**config.mk**
```make
export PLATFORM = sky130hd
export DESIGN_NAME = wkt_top
export DESIGN_NICKNAME = d
export VERILOG_FILES = /design/src/wkt_pkg.sv /design/src/wkt_sync.sv /design/src/wkt_top.sv
export SDC_FILE = /design/constraint.sdc
export NUM_CORES = 1
export LEC_CHECK = 0
export ABC_AREA = 1
export BUFFER_PORTS_ARGS = -buffer_cell sky130_fd_sc_hd__buf_2
export CORE_MARGIN = 8
export CORE_UTILIZATION = 43
export DETAILED_ROUTE_END_ITERATION = 6
export PLACE_DENSITY = 0.68
export SLEW_MARGIN = 20
export SYNTH_ARGS = -nofsm -noshare
export SYNTH_HDL_FRONTEND = slang
export SYNTH_SLANG_ARGS = --single-unit
```
**constraint.sdc**
```tcl
create_clock -name clk -period 2.2 [get_ports clk]
set_input_delay 0.11 -clock clk [delete_from_list [all_inputs] [get_ports clk]]
set_output_delay 0.11 -clock clk [all_outputs]
set_load 0.02 [all_outputs]
```
**src/wkt_pkg.sv**
```systemverilog
// constants and types shared by the wake-up timer and vector block
`default_nettype none
package wkt_pkg;
    // register byte addresses
    localparam logic [7:0] WKT_ADDR_CTRL   = 8'h00;
    localparam logic [7:0] WKT_ADDR_COUNT  = 8'h04;
    localparam logic [7:0] WKT_ADDR_STATUS = 8'h08;
    localparam logic [7:0] WKT_ADDR_MASK   = 8'h0c;
    localparam logic [7:0] WKT_ADDR_VECTOR = 8'h10;
    // control and status register fields
    localparam int WKT_CTRL_FLAG_BIT  = 7;
    localparam int WKT_CTRL_IE_BIT    = 6;
    localparam int WKT_CTRL_CLEAR_BIT = 4;
    localparam int WKT_CTRL_ON_BIT    = 3;
    localparam int WKT_CTRL_PS_MSB    = 2;
    localparam int WKT_CTRL_PS_LSB    = 0;
    localparam int WKT_STAT_OVF_BIT   = 0;
    // reset values
    localparam logic [2:0] WKT_PS_RESET   = 3'h0;
    localparam logic       WKT_ON_RESET   = 1'b0;
    localparam logic       WKT_IE_RESET   = 1'b0;
    localparam logic       WKT_FLAG_RESET = 1'b0;
    // oscillator cycles for code 000; higher codes shift it left
    localparam int unsigned WKT_BASE_OSC_CYCLES = 4096;
    localparam int          WKT_CNT_W           = 19;
    // vector table
    localparam logic [15:0] WKT_VEC_RESET    = 16'h0000;
    localparam logic [15:0] WKT_VEC_EXT0     = 16'h0002;
    localparam logic [15:0] WKT_VEC_PC_A     = 16'h0004;
    localparam logic [15:0] WKT_VEC_PC_B     = 16'h0006;
    localparam logic [15:0] WKT_VEC_WAKEUP   = 16'h000a;
    localparam int          WKT_RST_SRC_W    = 5;
    // ahb-lite encodings
    localparam logic [1:0]  WKT_HTRANS_NONSEQ = 2'h2;
    localparam logic [1:0]  WKT_HTRANS_SEQ    = 2'h3;
    localparam logic        WKT_HRESP_OKAY    = 1'b0;

    typedef enum logic [2:0] {
        WKT_SRC_NONE   = 3'b000,
        WKT_SRC_RESET  = 3'b001,
        WKT_SRC_EXT0   = 3'b010,
        WKT_SRC_PC_A   = 3'b011,
        WKT_SRC_PC_B   = 3'b100,
        WKT_SRC_WAKEUP = 3'b101
    } wkt_src_t;
endpackage
`default_nettype wire

```
**src/wkt_sync.sv**
```systemverilog
// two-flop synchroniser for asynchronous level inputs
`default_nettype none
module wkt_sync #(
    parameter int W = 1
) (
    input  wire logic         clk,
    input  wire logic         rst_n,
    input  wire logic [W-1:0] async_in,
    output var  logic [W-1:0] sync_out
);
    logic [W-1:0] meta_q;

    // meta_q feeds only the second stage
    always_ff @(posedge clk) begin
        if (!rst_n) begin
            meta_q   <= '0;
            sync_out <= '0;
        end else begin
            meta_q   <= async_in;
            sync_out <= meta_q;
        end
    end
endmodule
`default_nettype wire

```
**src/wkt_top.sv**
```systemverilog
// wake-up timer with vector selection behind an ahb-lite slave
//
// Design decisions made here: register access over AHB-Lite and the register addresses.
`default_nettype none
module wkt_top
    import wkt_pkg::*;
#(
    parameter int unsigned BASE_OSC_CYCLES = wkt_pkg::WKT_BASE_OSC_CYCLES
) (
    input  wire logic                               clk,
    input  wire logic                               rst_n,
    input  wire logic                               hsel,
    input  wire logic [31:0]                        haddr,
    input  wire logic [1:0]                         htrans,
    input  wire logic                               hwrite,
    input  wire logic [2:0]                         hsize,
    input  wire logic [31:0]                        hwdata,
    input  wire logic                               hready,
    output var  logic                               hreadyout,
    output var  logic                               hresp,
    output var  logic [31:0]                        hrdata,
    input  wire logic                               osc_clk_pin,
    input  wire logic [wkt_pkg::WKT_RST_SRC_W-1:0]  reset_source_pins,
    input  wire logic                               external_interrupt_zero,
    input  wire logic                               pin_change_irq_a,
    input  wire logic                               pin_change_irq_b,
    input  wire logic                               global_irq_enable,
    input  wire logic                               vector_taken,
    output var  logic                               irq,
    output var  logic                               vector_request,
    output var  logic                               cpu_reset_request,
    output var  logic [15:0]                        vector_address
);
    import wkt_pkg::*;

    // ---------------- pin synchronisers ----------------
    localparam int PIN_W = WKT_RST_SRC_W + 4;

    logic [PIN_W-1:0] pins_raw;
    logic [PIN_W-1:0] pins_sync;
    logic             osc_s;
    logic             ext0_s;
    logic             pca_s;
    logic             pcb_s;
    logic [WKT_RST_SRC_W-1:0] rst_src_s;

    assign pins_raw = {reset_source_pins, pin_change_irq_b,
                       pin_change_irq_a, external_interrupt_zero,
                       osc_clk_pin};

    wkt_sync #(
        .W (PIN_W)
    ) u_sync (
        .clk      (clk),
        .rst_n    (rst_n),
        .async_in (pins_raw),
        .sync_out (pins_sync)
    );

    assign osc_s     = pins_sync[0];
    assign ext0_s    = pins_sync[1];
    assign pca_s     = pins_sync[2];
    assign pcb_s     = pins_sync[3];
    assign rst_src_s = pins_sync[PIN_W-1:4];

    // ---------------- functions ----------------
    // last count value before overflow for a prescale code
    function automatic logic [WKT_CNT_W-1:0] terminal_count(
        input logic [2:0] code
    );
        logic [WKT_CNT_W:0] cycles;
        cycles = (WKT_CNT_W+1)'(BASE_OSC_CYCLES) << code;
        terminal_count = WKT_CNT_W'(cycles - (WKT_CNT_W+1)'(1));
    endfunction

    function automatic logic is_reg(
        input logic [31:0] addr,
        input logic [7:0]  offs
    );
        is_reg = (addr[7:0] == offs) && (addr[31:8] == 24'h000000);
    endfunction

    // ---------------- ahb-lite address phase ----------------
    logic        xfer_go;
    logic        wr_pend_q;
    logic [7:0]  wr_addr_q;
    logic        rd_pend_q;
    logic [31:0] rd_addr_q;

    assign xfer_go = hsel && hready &&
                     (htrans == WKT_HTRANS_NONSEQ ||
                      htrans == WKT_HTRANS_SEQ);

    always_ff @(posedge clk) begin
        if (!rst_n) begin
            wr_pend_q <= 1'b0;
            wr_addr_q <= 8'h00;
            rd_pend_q <= 1'b0;
            rd_addr_q <= 32'h00000000;
        end else begin
            wr_pend_q <= xfer_go && hwrite && (haddr[31:8] == 24'h000000);
            wr_addr_q <= haddr[7:0];
            rd_pend_q <= xfer_go && !hwrite;
            rd_addr_q <= haddr;
        end
    end

    // write strobes in the data phase
    logic wr_ctrl;
    logic wr_status;
    logic wr_mask;

    assign wr_ctrl   = wr_pend_q && (wr_addr_q == WKT_ADDR_CTRL);
    assign wr_status = wr_pend_q && (wr_addr_q == WKT_ADDR_STATUS);
    assign wr_mask   = wr_pend_q && (wr_addr_q == WKT_ADDR_MASK);

    // ---------------- control state ----------------
    logic [2:0] prescale_q;
    logic       timer_on_q;
    logic       irq_enable_q;
    logic       irq_enable_d;
    logic       ovf_flag_q;
    logic       ovf_flag_d;
    logic       clear_pulse;
    logic       flag_w1c;
    logic       flag_vec_clr;

    // clear bit is a pulse only; it is never stored
    assign clear_pulse = wr_ctrl && hwdata[WKT_CTRL_CLEAR_BIT];

    // ctrl and mask share one enable; irq follows the new value at once
    assign irq_enable_d = wr_ctrl ? hwdata[WKT_CTRL_IE_BIT] :
                          wr_mask ? hwdata[WKT_STAT_OVF_BIT] :
                          irq_enable_q;

    always_ff @(posedge clk) begin
        if (!rst_n) begin
            prescale_q   <= WKT_PS_RESET;
            timer_on_q   <= WKT_ON_RESET;
            irq_enable_q <= WKT_IE_RESET;
        end else begin
            if (wr_ctrl) begin
                prescale_q <= hwdata[WKT_CTRL_PS_MSB:WKT_CTRL_PS_LSB];
                timer_on_q <= hwdata[WKT_CTRL_ON_BIT];
            end
            irq_enable_q <= irq_enable_d;
        end
    end

    // ---------------- oscillator edge and counter ----------------
    logic                 osc_d1_q;
    logic                 osc_rise;
    logic [WKT_CNT_W-1:0] count_q;
    logic [WKT_CNT_W-1:0] count_d;
    logic                 at_terminal;
    logic                 overflow;

    // edge taken from the second sync stage only
    assign osc_rise    = osc_s && !osc_d1_q;
    assign at_terminal = (count_q >= terminal_count(prescale_q));
    assign overflow    = timer_on_q && osc_rise && at_terminal
                         && !clear_pulse;

    // clear wins over an edge in the same cycle
    assign count_d = clear_pulse                ? '0 :
                     !timer_on_q                ? count_q :
                     !osc_rise                  ? count_q :
                     at_terminal                ? '0 :
                     count_q + WKT_CNT_W'(1);

    always_ff @(posedge clk) begin
        if (!rst_n) begin
            osc_d1_q <= 1'b0;
            count_q  <= '0;
        end else begin
            osc_d1_q <= osc_s;
            count_q  <= count_d;
        end
    end

    // ---------------- overflow flag ----------------
    // set beats either clear arriving in the same cycle
    assign flag_w1c = (wr_ctrl && hwdata[WKT_CTRL_FLAG_BIT]) ||
                      (wr_status && hwdata[WKT_STAT_OVF_BIT]);
    assign ovf_flag_d = overflow ||
                        (ovf_flag_q && !flag_w1c && !flag_vec_clr);

    always_ff @(posedge clk) begin
        if (!rst_n)
            ovf_flag_q <= WKT_FLAG_RESET;
        else
            ovf_flag_q <= ovf_flag_d;
    end

    // ---------------- vector selection ----------------
    wkt_src_t    src_sel;
    wkt_src_t    src_q;
    logic        any_reset;
    logic        wake_pending;
    logic        vec_take;
    logic [15:0] vec_sel;

    assign any_reset    = |rst_src_s;
    assign wake_pending = ovf_flag_q && irq_enable_q &&
                          global_irq_enable;

    // reset beats everything, then the lowest vector wins
    assign src_sel = any_reset                        ? WKT_SRC_RESET :
                     (global_irq_enable && ext0_s)    ? WKT_SRC_EXT0 :
                     (global_irq_enable && pca_s)     ? WKT_SRC_PC_A :
                     (global_irq_enable && pcb_s)     ? WKT_SRC_PC_B :
                     wake_pending                     ? WKT_SRC_WAKEUP :
                     WKT_SRC_NONE;

    always_comb begin
        case (src_sel)
            WKT_SRC_RESET:  vec_sel = WKT_VEC_RESET;
            WKT_SRC_EXT0:   vec_sel = WKT_VEC_EXT0;
            WKT_SRC_PC_A:   vec_sel = WKT_VEC_PC_A;
            WKT_SRC_PC_B:   vec_sel = WKT_VEC_PC_B;
            WKT_SRC_WAKEUP: vec_sel = WKT_VEC_WAKEUP;
            default:        vec_sel = WKT_VEC_RESET;
        endcase
    end

    // the taken vector is the one selected last cycle and presented now
    assign vec_take     = vector_taken && vector_request;
    assign flag_vec_clr = vec_take &&
                          (src_q == WKT_SRC_WAKEUP);

    always_ff @(posedge clk) begin
        if (!rst_n) begin
            src_q             <= WKT_SRC_NONE;
            vector_address    <= WKT_VEC_RESET;
            vector_request    <= 1'b0;
            cpu_reset_request <= 1'b0;
            irq               <= 1'b0;
        end else begin
            src_q             <= src_sel;
            // address idles at zero whenever no request stands
            vector_address    <= vec_take ? WKT_VEC_RESET : vec_sel;
            // drop the request the cycle after it is taken
            vector_request    <= (src_sel != WKT_SRC_NONE) && !vec_take;
            cpu_reset_request <= any_reset;
            irq               <= ovf_flag_d && irq_enable_d;
        end
    end

    // ---------------- read data phase ----------------
    logic [31:0] rd_mux;

    always_comb begin
        rd_mux = 32'h00000000;
        if (is_reg(rd_addr_q, WKT_ADDR_CTRL)) begin
            rd_mux[WKT_CTRL_FLAG_BIT] = ovf_flag_q;
            rd_mux[WKT_CTRL_IE_BIT]   = irq_enable_q;
            rd_mux[WKT_CTRL_ON_BIT]   = timer_on_q;
            rd_mux[WKT_CTRL_PS_MSB:WKT_CTRL_PS_LSB] = prescale_q;
        end else if (is_reg(rd_addr_q, WKT_ADDR_COUNT)) begin
            rd_mux[WKT_CNT_W-1:0] = count_q;
        end else if (is_reg(rd_addr_q, WKT_ADDR_STATUS)) begin
            rd_mux[WKT_STAT_OVF_BIT] = ovf_flag_q;
        end else if (is_reg(rd_addr_q, WKT_ADDR_MASK)) begin
            rd_mux[WKT_STAT_OVF_BIT] = irq_enable_q;
        end else if (is_reg(rd_addr_q, WKT_ADDR_VECTOR)) begin
            rd_mux[15:0] = vector_address;
        end
    end

    // one wait state on reads, so a read right after a write
    // sees the written value
    always_ff @(posedge clk) begin
        if (!rst_n) begin
            hreadyout <= 1'b1;
            hresp     <= WKT_HRESP_OKAY;
            hrdata    <= 32'h00000000;
        end else begin
            hresp <= WKT_HRESP_OKAY;
            if (xfer_go && !hwrite) begin
                hreadyout <= 1'b0;
            end else if (rd_pend_q) begin
                hreadyout <= 1'b1;
                hrdata    <= rd_mux;
            end else begin
                hreadyout <= 1'b1;
            end
        end
    end
endmodule
`default_nettype wire

```
# --- Yosys cells after proc, flatten, opt, wreduce, memory -nomap -nowiden ---
# Cells that the tools add are included.
# Widths: inputs -> output; s select.
word_totals:
  regBits: 128
  latch_bits: 0
  mem_bits_rw: 0
  romBits: 0
  inputBits: 85
  output_inout_bits: 53
  word_cells: 109
  mem_count: 0
op_classes:
  n_addsub: 2
  mul: 0
  div_mod_pow: 0
  magnitude_cmp: 1
  n_eq_ne: 13
  shift: 1
  muxes: 21
  bitwise: 2
  reduce_logical: 50
ops:
  columns: ["operator", "count"]
  rows:
  - ["$logic_not 24->1", 2]
  - ["$eq 8x4->1 const B", 4]
  - ["$mux 16", 2]
  - ["$logic_and 1x1->1", 31]
  - ["$mux 15", 2]
  - ["$add 19x1->19 const B", 1]
  - ["$ge 19x19->1", 1]
  - ["$mux 19", 1]
  - ["$shl 13x3->19 const A", 1]
  - ["$sub 19x1->19 const B", 1]
  - ["$mux 3", 6]
  - ["$logic_not 8->1", 2]
  - ["$pmux 4 s4", 1]
  - ["$mux 11", 1]
  - ["$eq 3x3->1 const B", 3]
  - ["$eq 8x3->1 const B", 1]
  - ["$eq 8x5->1 const B", 1]
  - ["$eq 3x2->1 const B", 2]
  - ["$logic_not 1->1", 6]
  - ["$mux 1", 5]
  - ["$reduce_or 5->1", 1]
  - ["$eq 2x2->1 const B", 2]
  - ["$mux 2", 2]
  - ["$mux 4", 1]
  - ["other kinds (5)", 10]

# --- Longest topological paths before layout ---
# Gate-level depths: netlist of the first run.
logic_depth:
  word_depth: 9
  mapped_depth: 12
  depth_no_buf: 12

# --- Hierarchy ---
# A second synthesis of the first run with hierarchy kept.
hier_totals:
  cells_unflattened: 614
  hier_area_um2: 4655.7
by_module_without_submodules:
  columns: ["mod", "n_inst", "cells_per_inst", "area_each_um2", "seq_area_each_um2"]
  rows:
  - ["wkt_top", 1, 558, 4126.5, 1781.7]
  - ["wkt_sync", 1, 56, 529.3, 360.3]

# --- Worst setup path after synthesis of the first run ---
# No wires, ideal clock.
synth_path:
  path_kind: "reg-to-reg"
  from: "reg prescale_q[2]"
  to: "reg count_q[18]"
  setup_time_ps: 64
  arrival_time_ps: 1736
  t_required_ps: 2136
  path_slack_ps: 400
  stages_incl_launch_ff: 12
  path_buffers: 2
  synth_period_minus_slack_ps: 1800
  cell_sequence: "dfxtp_1 > clkbuf_1 > o21ai_0 > ha_1 > a21oi_1 > o21ai_0 > a21oi_1 > nand3_2 > nand2_2 > nand2_4 > buf_8 > nor2_1"
synth_via:
  elab_chain_cells: 4
synth_lines:
  columns: ["element", "line", "rtl"]
  rows:
  - ["start, declared", "wkt_top.sv:118", "logic [2:0] prescale_q;"]
  - ["start signal, assigned", "wkt_top.sv:143", "prescale_q <= hwdata[WKT_CTRL_PS_MSB:WKT_CTRL_PS_LSB];"]
  - ["$shl 13x3->19", "wkt_top.sv:72", "cycles = (WKT_CNT_W+1)'(BASE_OSC_CYCLES) << code;"]
  - ["$sub 19x1->19", "wkt_top.sv:73", "terminal_count = WKT_CNT_W'(cycles - (WKT_CNT_W+1)'(1));"]
  - ["$ge 19x19->1", "wkt_top.sv:160", "assign at_terminal = (count_q >= terminal_count(prescale_q));"]
  - ["$mux 19", "wkt_top.sv:168", "at_terminal ? '0 :"]
  - ["end signal, assigned", "wkt_top.sv:177", "count_q <= count_d;"]
  - ["end, declared", "wkt_top.sv:153", "logic [WKT_CNT_W-1:0] count_q;"]
# Every way passes these cells.
# A chain may end at the register's enable or synchronous reset.

# --- Worst setup path after layout of the first run ---
layout_path:
  from: "reg prescale_q[2]"
  to: "reg count_q[5]"
# The elaborated chain is that of the path after synthesis.

==> results of run 1 <==
## synthesized netlist by cell type, drive strengths merged (2+ instances only)
master	instances	area [um2]
a21oi	29	145
buf	32	246
clkbuf	12	45.0
dfxtp	107	2140
ha	8	100
inv	96	365
nand2	140	571
nand3	56	295
nand3b	2	15.0
nand4	9	56.3
nor2	72	340
nor3	13	81.3
nor4	6	37.5
o211ai	2	15.0
o21ai	12	60.1
xnor2	2	17.5
xor2	6	52.6
## stage by stage
step | hold WS (ns) | total power, mW
2_1_floorplan | 0.203 | 2.25
3_3_place_gp | 0.290 | 2.30
3_5_place_dp | 0.293 | 2.31
4_1_cts | 0.00692 | 3.60
5_1_grt | 0.0261 | 3.71
6_report | 0.0301 | 3.56
## tightest hold or removal path: cells and delay by family
kind	cells	cell delay (ns)
buffers and inverters	1	0.09
AOI/OAI and AO/OA	1	0.08
and+or+nand+nor	1	0.07
## power by group through the flow
stage          Combinational (mW)  Clock, mW  Sequential [mW]
5_1_grt                     0.350       1.35             2.01
2_1_floorplan               0.196          0             2.06
3_5_place_dp                0.254          0             2.05
4_1_cts                     0.309       1.28             2.01
6_report                    0.314       1.24             2.01
3_3_place_gp                0.247          0             2.05
## registers in the layout, summed over array words and instances (netlist names), 7 cells and up
signal           count
rd_addr_q           25
u_sync.sync_out      9
hrdata              19
count_q             19
wr_addr_q            7
u_sync.meta_q        9
## worst max-delay path by stage
stage                        from     endpoint  slack [ns]  cells past startpoint
CTS                 prescale_q[1]   count_q[5]        0.27                      9
floorplan           prescale_q[2]  count_q[18]        0.40                     11
finish              prescale_q[2]   count_q[5]        0.29                      9
global route        prescale_q[2]  count_q[12]      0.0002                      9
detailed placement  prescale_q[1]  count_q[12]        0.29                      9
global placement    prescale_q[2]   count_q[5]        0.36                      9
## area by class of cell
type | instances | area (um2) | area share, %
sequential | 107 | 2140 | 37.7
multi-input combinational | 391 | 1940 | 34.2
timing repair buffer | 126 | 846 | 14.9
inverter | 96 | 365 | 6.43
tap | 140 | 175 | 3.08
clock buffer | 10 | 128 | 2.25
clock inverter | 6 | 80.1 | 1.41
## per-layer routing
| metal | vias to the layer above | GRT usage (%) | wire (um) |
|---|---|---|---|
| li1 | 2089 | - | - |
| met3 | 15 | 4.23 | 568 |
| met4 | 0 | 5.15 | 224 |
| met2 | 102 | 26.9 | 5360 |
| met1 | 1757 | 16.0 | 4320 |
| met5 | - | 0 | 0 |
## logic make-up (layout without fill, tap and decap cells)
| group | Yosys count | after routing |
|---|---|---|
| buffers and inverters | 140 | 238 |
| and+or+nand+nor | 300 | 300 |
| adders and majority gates | 8 | 8 |
| DFF | 107 | 107 |
| other | 1 | 27 |
| xor gates and xnor gates | 8 | 8 |
| AOI/OAI and AO/OA | 48 | 48 |
## what timing repair did
item,in CTS,in global routing
hold endpoints to repair,41,0
hold buffers,41,0
setup endpoints to repair,0,1
gates resized for setup,0,1
==> impl_results.md, run 1 <==
* Cell Count Post-Placement at 819
* H-tree depth at 3
* Grt total ovfl at 0
* PortBufs at slightly above 80
* CP bufs+invs at 0
* Power density over the cells at 627 nW/um2
* TritonCTS buffer count at 9
* Max-Cap Viols at 0
* Initial antenna violation count at 0
* Fin cells at just under 900
* Max Clock Freq at around 520 MHz
* Mapped Cells at 612
* Worst slew pin tran at about 0.61 ns
* Crit path arrival time at 2.20 ns
* Via count at around 4000
* Die H at ~120 um
* Synthesis-to-finish area growth at 22.3%
* CTS Root Cell: clkbuf_8
* Total negative slack at 0 ns
* P_leak at between 2 and 3 nW
* Final Hold Viols at 0
* Via density at 4.52
* Drt first pass iters at 4
* Antenna Nets Post-Route at 0
* N_diodes at 0
* Adder-cell share of the synthesized area at 2.16%
* Clk buf depth at 2
* Max incr delay on CP at roughly 0.46 ns
* Crit Path Max Fanout at 18
* Clk pwr share at a little over a third
* Hold path start: hwdata[3]
* Fin nets at 824
* Std cell rows at 38
* Reg2reg path depth at 9
* Placement Setup Slack at 0.295 ns
* Maximum vdd drop at 383 uV
* Most frequent cells in the layout: nand2_1 (128), dfxtp_1 (106), inv_1 (89)
* Fillers at between 900 and 1000
* Status: complete, no violations
* Gpl congestion at roughly 0.84
* Largest net degree at the start of global routing at 31
* First DRT Iteration DRCs at about 140
* Fin crit period at around 1.9 ns
* R2R Path Start: prescale_q[2]
* Slowest CP cell: dfxtp_1
* # IOs at approximately 140
* # setup viols final at 0
* Yosys reg bits at 107
* Synth cell types at 38
* Cell family contributing the most delay on the critical path: compound AO/OA/AOI/OAI gates
* Slew Limit Fails at 0
* Hpwl dp at between 7000 and 8000 um
* Hold Path Class: in -> reg
* Setup slack after layout at a little under 0.3 ns
* Wirelength per Cell at 12.0 um
* Placed cell area at 5060 um2
* CTS Sinks at approximately 110
* CP Cell Sequence: o21ai_0 > ha_1 > a21oi_1 > o21ai_0 > a21oi_1 > nand3_2 > nand2_2 > nand2_4 > nor3_1
* # Post-CTS Setup Buffers at 0
* Net switching power at ~0.88 mW
* Detailed Route WL at 10500 um
* Number of flops mapped to enable cells by yosys at 0
* Combinational power share at under 10%
* Period utilization at 86.9%
* Register area share after synthesis at a little under half
* Hold Path Sink: timer_on_q
* Share of layout cells above drive strength 1 at between 10% and 20%
* Synthesized cell area at between 4000 and 5000 um2
* Die area at 14400 um2
* Worst-path clk slew at 0.11 ns
* Worst-skew pair later-pin latency at 0.36 ns
* CP startpoint kind: flop
* Crit Reg-Reg Endpoint: count_q[5]
* Int Power at ~2.7 mW
* Syn. warnings at 0
* Die Span X at 120 um
* Mux share of post-synthesis cell area at 0%
* Slew margin rel. at 59.3%
* Global-route wire length before repair at between 15000 and 20000 um
* CTS tree: done
* Largest family of logic cells by synthesized area: simple AND/OR/NAND/NOR gates
* Synth Area in Simple Gates at a little under a third
* Commonest non-fill, non-tap cell in the layout: nand2_1
* Ys flop type: dfxtp_1
* Core Area at between 10000 and 15000 um2
* Hold Path Depth at 3
* # DRC at 0
* CP endpoint kind: flop
* Switch share at 24.8%
* Required @ worst endpoint at 2.49 ns
* Post-layout instance area at roughly 5700 um2
* Util after Layout at between 50 and 60%
* Ys async rst share at 0%
* Sequential power share at 56.4%
* Xor-xnor portion of the synthesized cell area at under 10%
* R2R setup slack at 0.29 ns
* Global router's overall resource usage at roughly 15%
* Complex-gate fraction of the synthesized area at ~5.6%
* Setup Skew at 0.0113 ns
* Critical path type: reg -> reg
* RSZ-0062 raised after global routing: false
* Vias in the first global route at 3963
* Initial core utilization at between 40% and 50%
* Syn Area/Cell at 7.59 um2
(Power assumes the default switching activity.)
==> run 2: changes to the inputs <==
--- a/config.mk
+++ b/config.mk
@@ -11,6 +11,7 @@
 export CORE_UTILIZATION = 43
 export DETAILED_ROUTE_END_ITERATION = 6
 export PLACE_DENSITY = 0.68
+export RECOVER_POWER = 50
 export SLEW_MARGIN = 20
 export SYNTH_ARGS = -nofsm -noshare
 export SYNTH_HDL_FRONTEND = slang
==> run 2 against run 1 <==
Net effect:
- via count down 0.18%
- cell count unchanged
- routed wire length rose by 0.28%
- design area is 0.46% lower
- clock skew hardly changed
- combinational power down 1%
- critical path depth stayed put
- maximum frequency shrank 0.50%
- sequential power barely moved
- register-to-register slack about the same
- die area unchanged
- critical endpoint is now count_q[14]
- largest power group unchanged
- highest routed layer unchanged
==> impl_results.md, run 2 (same netlist as run 1, synthesis figures left out) <==
* Largest register by flop count: rd_addr_q
* Placement Setup Slack at ~0.29 ns
* Hold Path Class: in -> reg
* Fin cells at 876
* Wirelength per Cell at roughly 12 um
* Worst slew pin tran at between 1 and 1.5 ns
* Share of layout cells above drive strength 1 at 16.8%
* Commonest non-fill, non-tap cell in the layout: nand2_1
* Synthesis-to-finish area growth at 21.7%
* Met3 usage at under 10%
* Initial core utilization at 43.4%
* Total negative slack at 0 ns
* Critical path type: reg -> reg
* Vias in the first global route at approximately 4000
* Fin crit period at roughly 1.9 ns
* R2R Path Start: prescale_q[2]
* Std cell rows at 38
* Setup crit end: count_q[14]
* Worst-skew pair later-pin latency at between 0.3 and 0.4 ns
* Final Hold Viols at 0
* Core Area at about 11000 um2
* CTS tree: done
* Max Clock Freq at between 500 and 600 MHz
* Global router's overall resource usage at 14.8%
* N_diodes at 0
* Die Span X at between 100 and 150 um
* CP startpoint kind: flop
* Slew margin rel. at between 20 and 30%
* First DRT Iteration DRCs at around 160
* Grt total ovfl at 0
* Slowest CP cell: dfxtp_1
* Gpl congestion at 0.841
* Reg2reg path depth at 9
* Drt first pass iters at 4
* Hpwl dp at between 7000 and 8000 um
* Via count at slightly below 4000
* TritonCTS buffer count at 9
* Fillers at between 1000 and 1500
* Biggest regs: rd_addr_q x25, count_q x19, hrdata x19
* Die area at around 14000 um2
* Cell Count Post-Placement at 819
* Critical path startpoint: prescale_q[2]
* RSZ-0062 raised after global routing: false
* Crit Reg-Reg Endpoint: count_q[14]
* Clk buf depth at 2
* Crit Path Max Fanout at 18
* CTS Root Cell: clkbuf_8
* Largest net degree at the start of global routing at 31
* Period utilization at about 87%
* Crit path arrival time at roughly 2.2 ns
* GR Util met1 at about 16%
* Most frequent cells in the layout: nand2_1 (128), dfxtp_1 (106), inv_1 (89)
* Global Route met2 Usage at between 20 and 30%
* H-tree depth at 3
* Setup Skew at between 0.01 and 0.015 ns
* Overall power at between 3 and 4 mW
* P_leak at approximately 2.9 nW
* Required @ worst endpoint at between 2 and 2.5 ns
* Via density at ~4.5
* Die H at around 120 um
* Gr busiest metal: met2
* # DRC at 0
* Max incr delay on CP at 0.46 ns
* R2R setup slack at 0.28 ns
* Status: complete, no violations
* Maximum vdd drop at around 380 uV
* Largest register FFs at 25
* Fin nets at 824
* CP Cell Sequence: o21ai_0 > ha_1 > a21oi_1 > o21ai_0 > a21oi_1 > nand3_2 > nand2_2 > nand2_4 > nor3_1
* # IOs at 138
* CTS Sinks at 107
* Antenna Nets Post-Route at 0
* PortBufs at 81
* Slew Limit Fails at 0
* Power density over the cells at between 600 and 700 nW/um2
* Detailed Route WL at ~11000 um
* Global-route wire length before repair at around 18000 um
* Max-Cap Viols at 0
* # Post-CTS Setup Buffers at 0
* Setup slack after layout at between 0.2 and 0.3 ns
* Worst-path clk slew at ~0.10 ns
* Initial antenna violation count at 0
* CP endpoint kind: flop
* # setup viols final at 0
-- run 2: worst min path at each step --
stage,from,end,slack (ns),cells after the start
after floorplan,haddr[10],rd_addr_q[10],0.20,2
after global placement,reset_source_pins[0],u_sync.meta_q[4],0.29,3
after detailed placement,reset_source_pins[3],u_sync.meta_q[7],0.29,3
after CTS,hwdata[3],timer_on_q,0.007,3
after global routing,hwdata[1],prescale_q[1],0.03,3
final,hwdata[1],prescale_q[1],0.03,3
-- run 2: final cells by class --
class | instances | area (um2) | share of cell area [%]
tap | 140 | 175 | 3.10
clock buffer | 10 | 128 | 2.26
multi-input combinational | 391 | 1940 | 34.4
inverter | 96 | 365 | 6.46
sequential | 107 | 2140 | 37.9
timing repair buffer | 126 | 820 | 14.5
clock inverter | 6 | 80.1 | 1.42
-- run 2: critical path: cells and delay by family (launching register included) --
family | cells | cell delay [ns]
AO/OA/AOI/OAI | 4 | 0.55
flip-flops | 1 | 0.46
adder cells (fa/ha/maj) | 1 | 0.33
AND/OR/NAND/NOR | 4 | 0.52
-- run 2: through the flow --
stage                     util (%)  hold slack (ns)  area [um2]
final                         52.9           0.0313        5650
after global routing          52.9           0.0261        5650
after CTS                     53.1          0.00692        5680
after detailed placement      47.3            0.293        5060
after global placement        47.3            0.290        5060
after floorplan                  -            0.203        4740
-- run 2: timing repair --
action,4_1_cts,5_1_grt
hold buffers,41,0
setup endpoints to repair,0,1
endpoints found under the hold margin,41,0
resized for setup,0,1
-- run 2: layer usage --
metal | wire length [um] | part of all wire [%]
met1 | 4340 | 41
met2 | 5380 | 51
met3 | 557 | 5.3
met4 | 226 | 2.2
met5 | 0 | 0
-- run 2: report_power, final --
group / internal, mW / switching (mW) / total [mW]
Combinational: 0.127 / 0.183 / 0.310
Clock: 0.555 / 0.680 / 1.23
Sequential: 1.99 / 0.0173 / 2.01
==> run 3: changes to the inputs <==
--- a/config.mk
+++ b/config.mk
@@ -5,12 +5,11 @@
 export SDC_FILE = /design/constraint.sdc
 export NUM_CORES = 1
 export LEC_CHECK = 0
-export ABC_AREA = 1
 export BUFFER_PORTS_ARGS = -buffer_cell sky130_fd_sc_hd__buf_2
 export CORE_MARGIN = 8
 export CORE_UTILIZATION = 43
 export DETAILED_ROUTE_END_ITERATION = 6
-export PLACE_DENSITY = 0.68
+export PLACE_DENSITY = 0.72
 export RECOVER_POWER = 50
 export SLEW_MARGIN = 20
 export SYNTH_ARGS = -nofsm -noshare
==> constraint.sdc (replaced) <==
create_clock -name clk -period 1.76 [get_ports clk]
set_input_delay 0.088 -clock clk [delete_from_list [all_inputs] [get_ports clk]]
set_output_delay 0.088 -clock clk [all_outputs]
set_load 0.02 [all_outputs]
==> run 3 against run 2 <==
Net effect:
- the flow now finishes with violations (setup timing)
- first-iteration DRC count is 27% lower
- sequential share of layout area is 0.85 points lower
- area after synthesis is 9.1% lower
- die area is 7.9% lower
- critical path depth is 3 lower
- sequential power is 25% higher
- clock skew is 0.00061 ns lower
- clock-buffer cell count stayed put
- largest cell class unchanged
- design area is 2.5% higher
- synthesized cell count is 30% lower
- routed wire length is 0.53% higher
- maximum frequency is 2.9% lower
==> impl_results.md, run 3 <==
* Fin crit period at between 1.5 and 2 ns
* Std cell rows at 36
* Fin nets at slightly below 700
* Power density over the cells at approximately 760 nW/um2
* Largest register by flop count: rd_addr_q
* Via count at about 3500
* Synth top area share at roughly 51%
* Slew Limit Fails at 0
* Grt total ovfl at 0
* Clk buf depth at 2
* Total negative slack at -7.73 ns
* Drt first pass iters at 4
* Largest register FFs at 25
* # IOs at approximately 140
* Post-layout instance area at between 5000 and 6000 um2
* TritonCTS buffer count at 9
* Hold Path Class: in -> reg
* Wirelength per Cell at 14.4 um
* Synthesized cell area at 4220 um2
* Most numerous cell in the Yosys netlist: dfxtp_1
* Synth cell types at 54
* Biggest regs: rd_addr_q x25, count_q x19, hrdata x19
* R2R Path Start: rd_addr_q[7]
* H-tree depth at 3
* Crit Path Max Fanout at 19
* Yosys reg bits at about 110
* R2R setup slack at -0.22 ns
* Number of flops mapped to enable cells by yosys at 0
* # setup viols final at 45
* Hold Path Sink: prescale_q[0]
* Die Span X at ~120 um
* Commonest non-fill, non-tap cell in the layout: dfxtp_1
* Vias in the first global route at between 3000 and 4000
* Crit Reg-Reg Endpoint: count_q[10]
* Setup slack after layout at -0.218 ns
* Most instantiated cells after synthesis: dfxtp_1 (107), and2_1 (54), buf_4 (27)
* Initial core utilization at a little over two fifths
* Initial antenna violation count at 2
* P_leak at 2.45 nW
* CP endpoint kind: flop
* Mapped Cells at about 430
* Largest net degree at the start of global routing at 43
* PortBufs at between 80 and 90
* Failing checks: setup timing
* Max Clock Freq at between 500 and 600 MHz
* Syn. warnings at 0
* Synthesis-to-finish area growth at 37.3%
* Placed cell area at 4990 um2
* Synth top area cells: dfxtp_1 (51%), and2_1 (8.0%), buf_4 (4.8%)
* Switch share at around a quarter
* Core Area at 9640 um2
* Register area share after synthesis at roughly 51%
* Detailed Route WL at approximately 11000 um
* Final Hold Viols at 0
* Hold Path Depth at 3
* First DRT Iteration DRCs at 117
* CTS Sinks at ~110
* Share of layout cells above drive strength 1 at between 20% and 30%
* Setup Skew at 0.0107 ns
* Worst-path clk slew at between 0.1 and 0.15 ns
* Status: finished with violations
* Clk pwr share at about a third
* Hold_ws at about 0.042 ns
* Gpl congestion at between 0.8 and 0.9
* # DRC at 0
* Slew margin rel. at 66.8%
* CTS tree: done
* Combinational power share at slightly below 10%
* Die area at approximately 13000 um2
* CTS Root Cell: clkbuf_8
* Sequential power share at between 50% and 60%
* Syn Area/Cell at between 9 and 10 um2
* Int Power at 3.26 mW
* Global-route wire length before repair at 16900 um
* Required @ worst endpoint at between 2 and 2.5 ns
* Critical path type: reg -> reg
* Maximum vdd drop at between 500 and 600 uV
* Synth area leader: dfxtp_1
* Worst slew pin tran at around 0.49 ns
* Via density at 4.81
* Die H at 115 um
* Hold path start: hwdata[0]
* Ys flop type: dfxtp_1
* Net switching power at between 1 and 1.5 mW
* Crit path arrival time at roughly 2.2 ns
* Global router's overall resource usage at between 10% and 20%
* Max-Cap Viols at 0
* Most frequent cells in the layout: dfxtp_1 (102), buf_2 (68), dlygate4sd3_1 (46)
* Antenna Nets Post-Route at 0
* Worst-skew pair later-pin latency at approximately 0.37 ns
* CP startpoint kind: flop
* RSZ-0062 raised after global routing: true
* Hpwl dp at 7480 um
* Period utilization at 112%
* Overall power at about 4.4 mW
* Reg2reg path depth at 6
* Ys async rst share at 0%
==> run 3: changes by cell type in the layout (fill, tap and decap cells not counted), moves of 19 or more <==
cell     previous run  this run
nand2_1           128        22
nor2_1             59        18
a21oi_1            29        10
inv_1              89         6
and2_1              1        45
buf_4               1        45
nand3_1            53         8
==> run 3: logic make-up after synthesis <==
kind of cell               share of synthesized area, %
other                                            0.0888
and+or+nand+nor                                    26.0
muxes                                              1.95
AOI/OAI and AO/OA                                  7.94
DFF                                                50.7
buffers and inverters                              7.17
xor gates and xnor gates                           3.73
adders and majority gates                          2.37
==> run 3: stage by stage <==
stage	setup WS, ns	utilization (%)	instances
after floorplan	-0.320	-	453
after CTS	-0.213	59.1	730
after detailed placement	-0.296	51.8	667
after global placement	-0.171	51.8	667
after global routing	-0.300	60.2	735
final	-0.218	60.2	735
==> run 3: cell type report <==
class	count	area (um2)
Multi-Input combinational cell	295	2010
Fill cell	839	3840
Tap cell	133	166
Antenna cell	2	5.00
Clock buffer	10	128
Inverter	6	22.5
Clock inverter	6	67.6
Sequential cell	107	2150
Timing Repair Buffer	176	1250
==> run 3: critical path: stages (launching register included) <==
cell and delay, ns:
dfxtp_2 0.33, or4_4 0.53, or2_4 0.26, or3_4 0.36, o21ai_4 0.15, buf_12 0.17
nor3_1 0.06
==> run 3: what timing repair did <==
| item | in CTS | in global routing |
|---|---|---|
| hold buffers | 46 | 0 |
| pin swaps | 3 | 7 |
| setup endpoints to repair | 49 | 49 |
| resized for setup | 14 | 20 |
| hold endpoints to repair | 48 | 0 |
| buffers inserted | 1 | 3 |
==> run 3: worst max-delay path by stage <==
stage	slack (ns)	to	from	depth (start not counted)
after floorplan	-0.32	count_q[10]	rd_addr_q[7]	7
after global placement	-0.17	hrdata[0]	rd_addr_q[23]	5
after detailed placement	-0.30	hrdata[0]	rd_addr_q[23]	5
after CTS	-0.21	count_q[13]	rd_addr_q[7]	6
after global routing	-0.30	hrdata[6]	rd_addr_q[23]	7
final	-0.22	count_q[10]	rd_addr_q[7]	6
==> run 3: power groups by stage <==
| stage | logic (mW) | registers, mW | clock network [mW] |
|---|---|---|---|
| 6_report | 0.425 | 2.52 | 1.44 |
| 5_1_grt | 0.464 | 2.53 | 1.57 |
| 4_1_cts | 0.401 | 2.52 | 1.49 |
| 3_5_place_dp | 0.315 | 2.57 | 0 |
| 3_3_place_gp | 0.307 | 2.57 | 0 |
| 2_1_floorplan | 0.231 | 2.57 | 0 |
==> run 3: routing by layer <==
metal / part of all wire (%) / up-vias / global-route usage [%]
li1: - / 1772 / -
met1: 40 / 1638 / 16.6
met2: 53 / 98 / 29.2
met3: 4.9 / 25 / 4.62
met4: 2.6 / 0 / 7.18
met5: 0 / - / 0
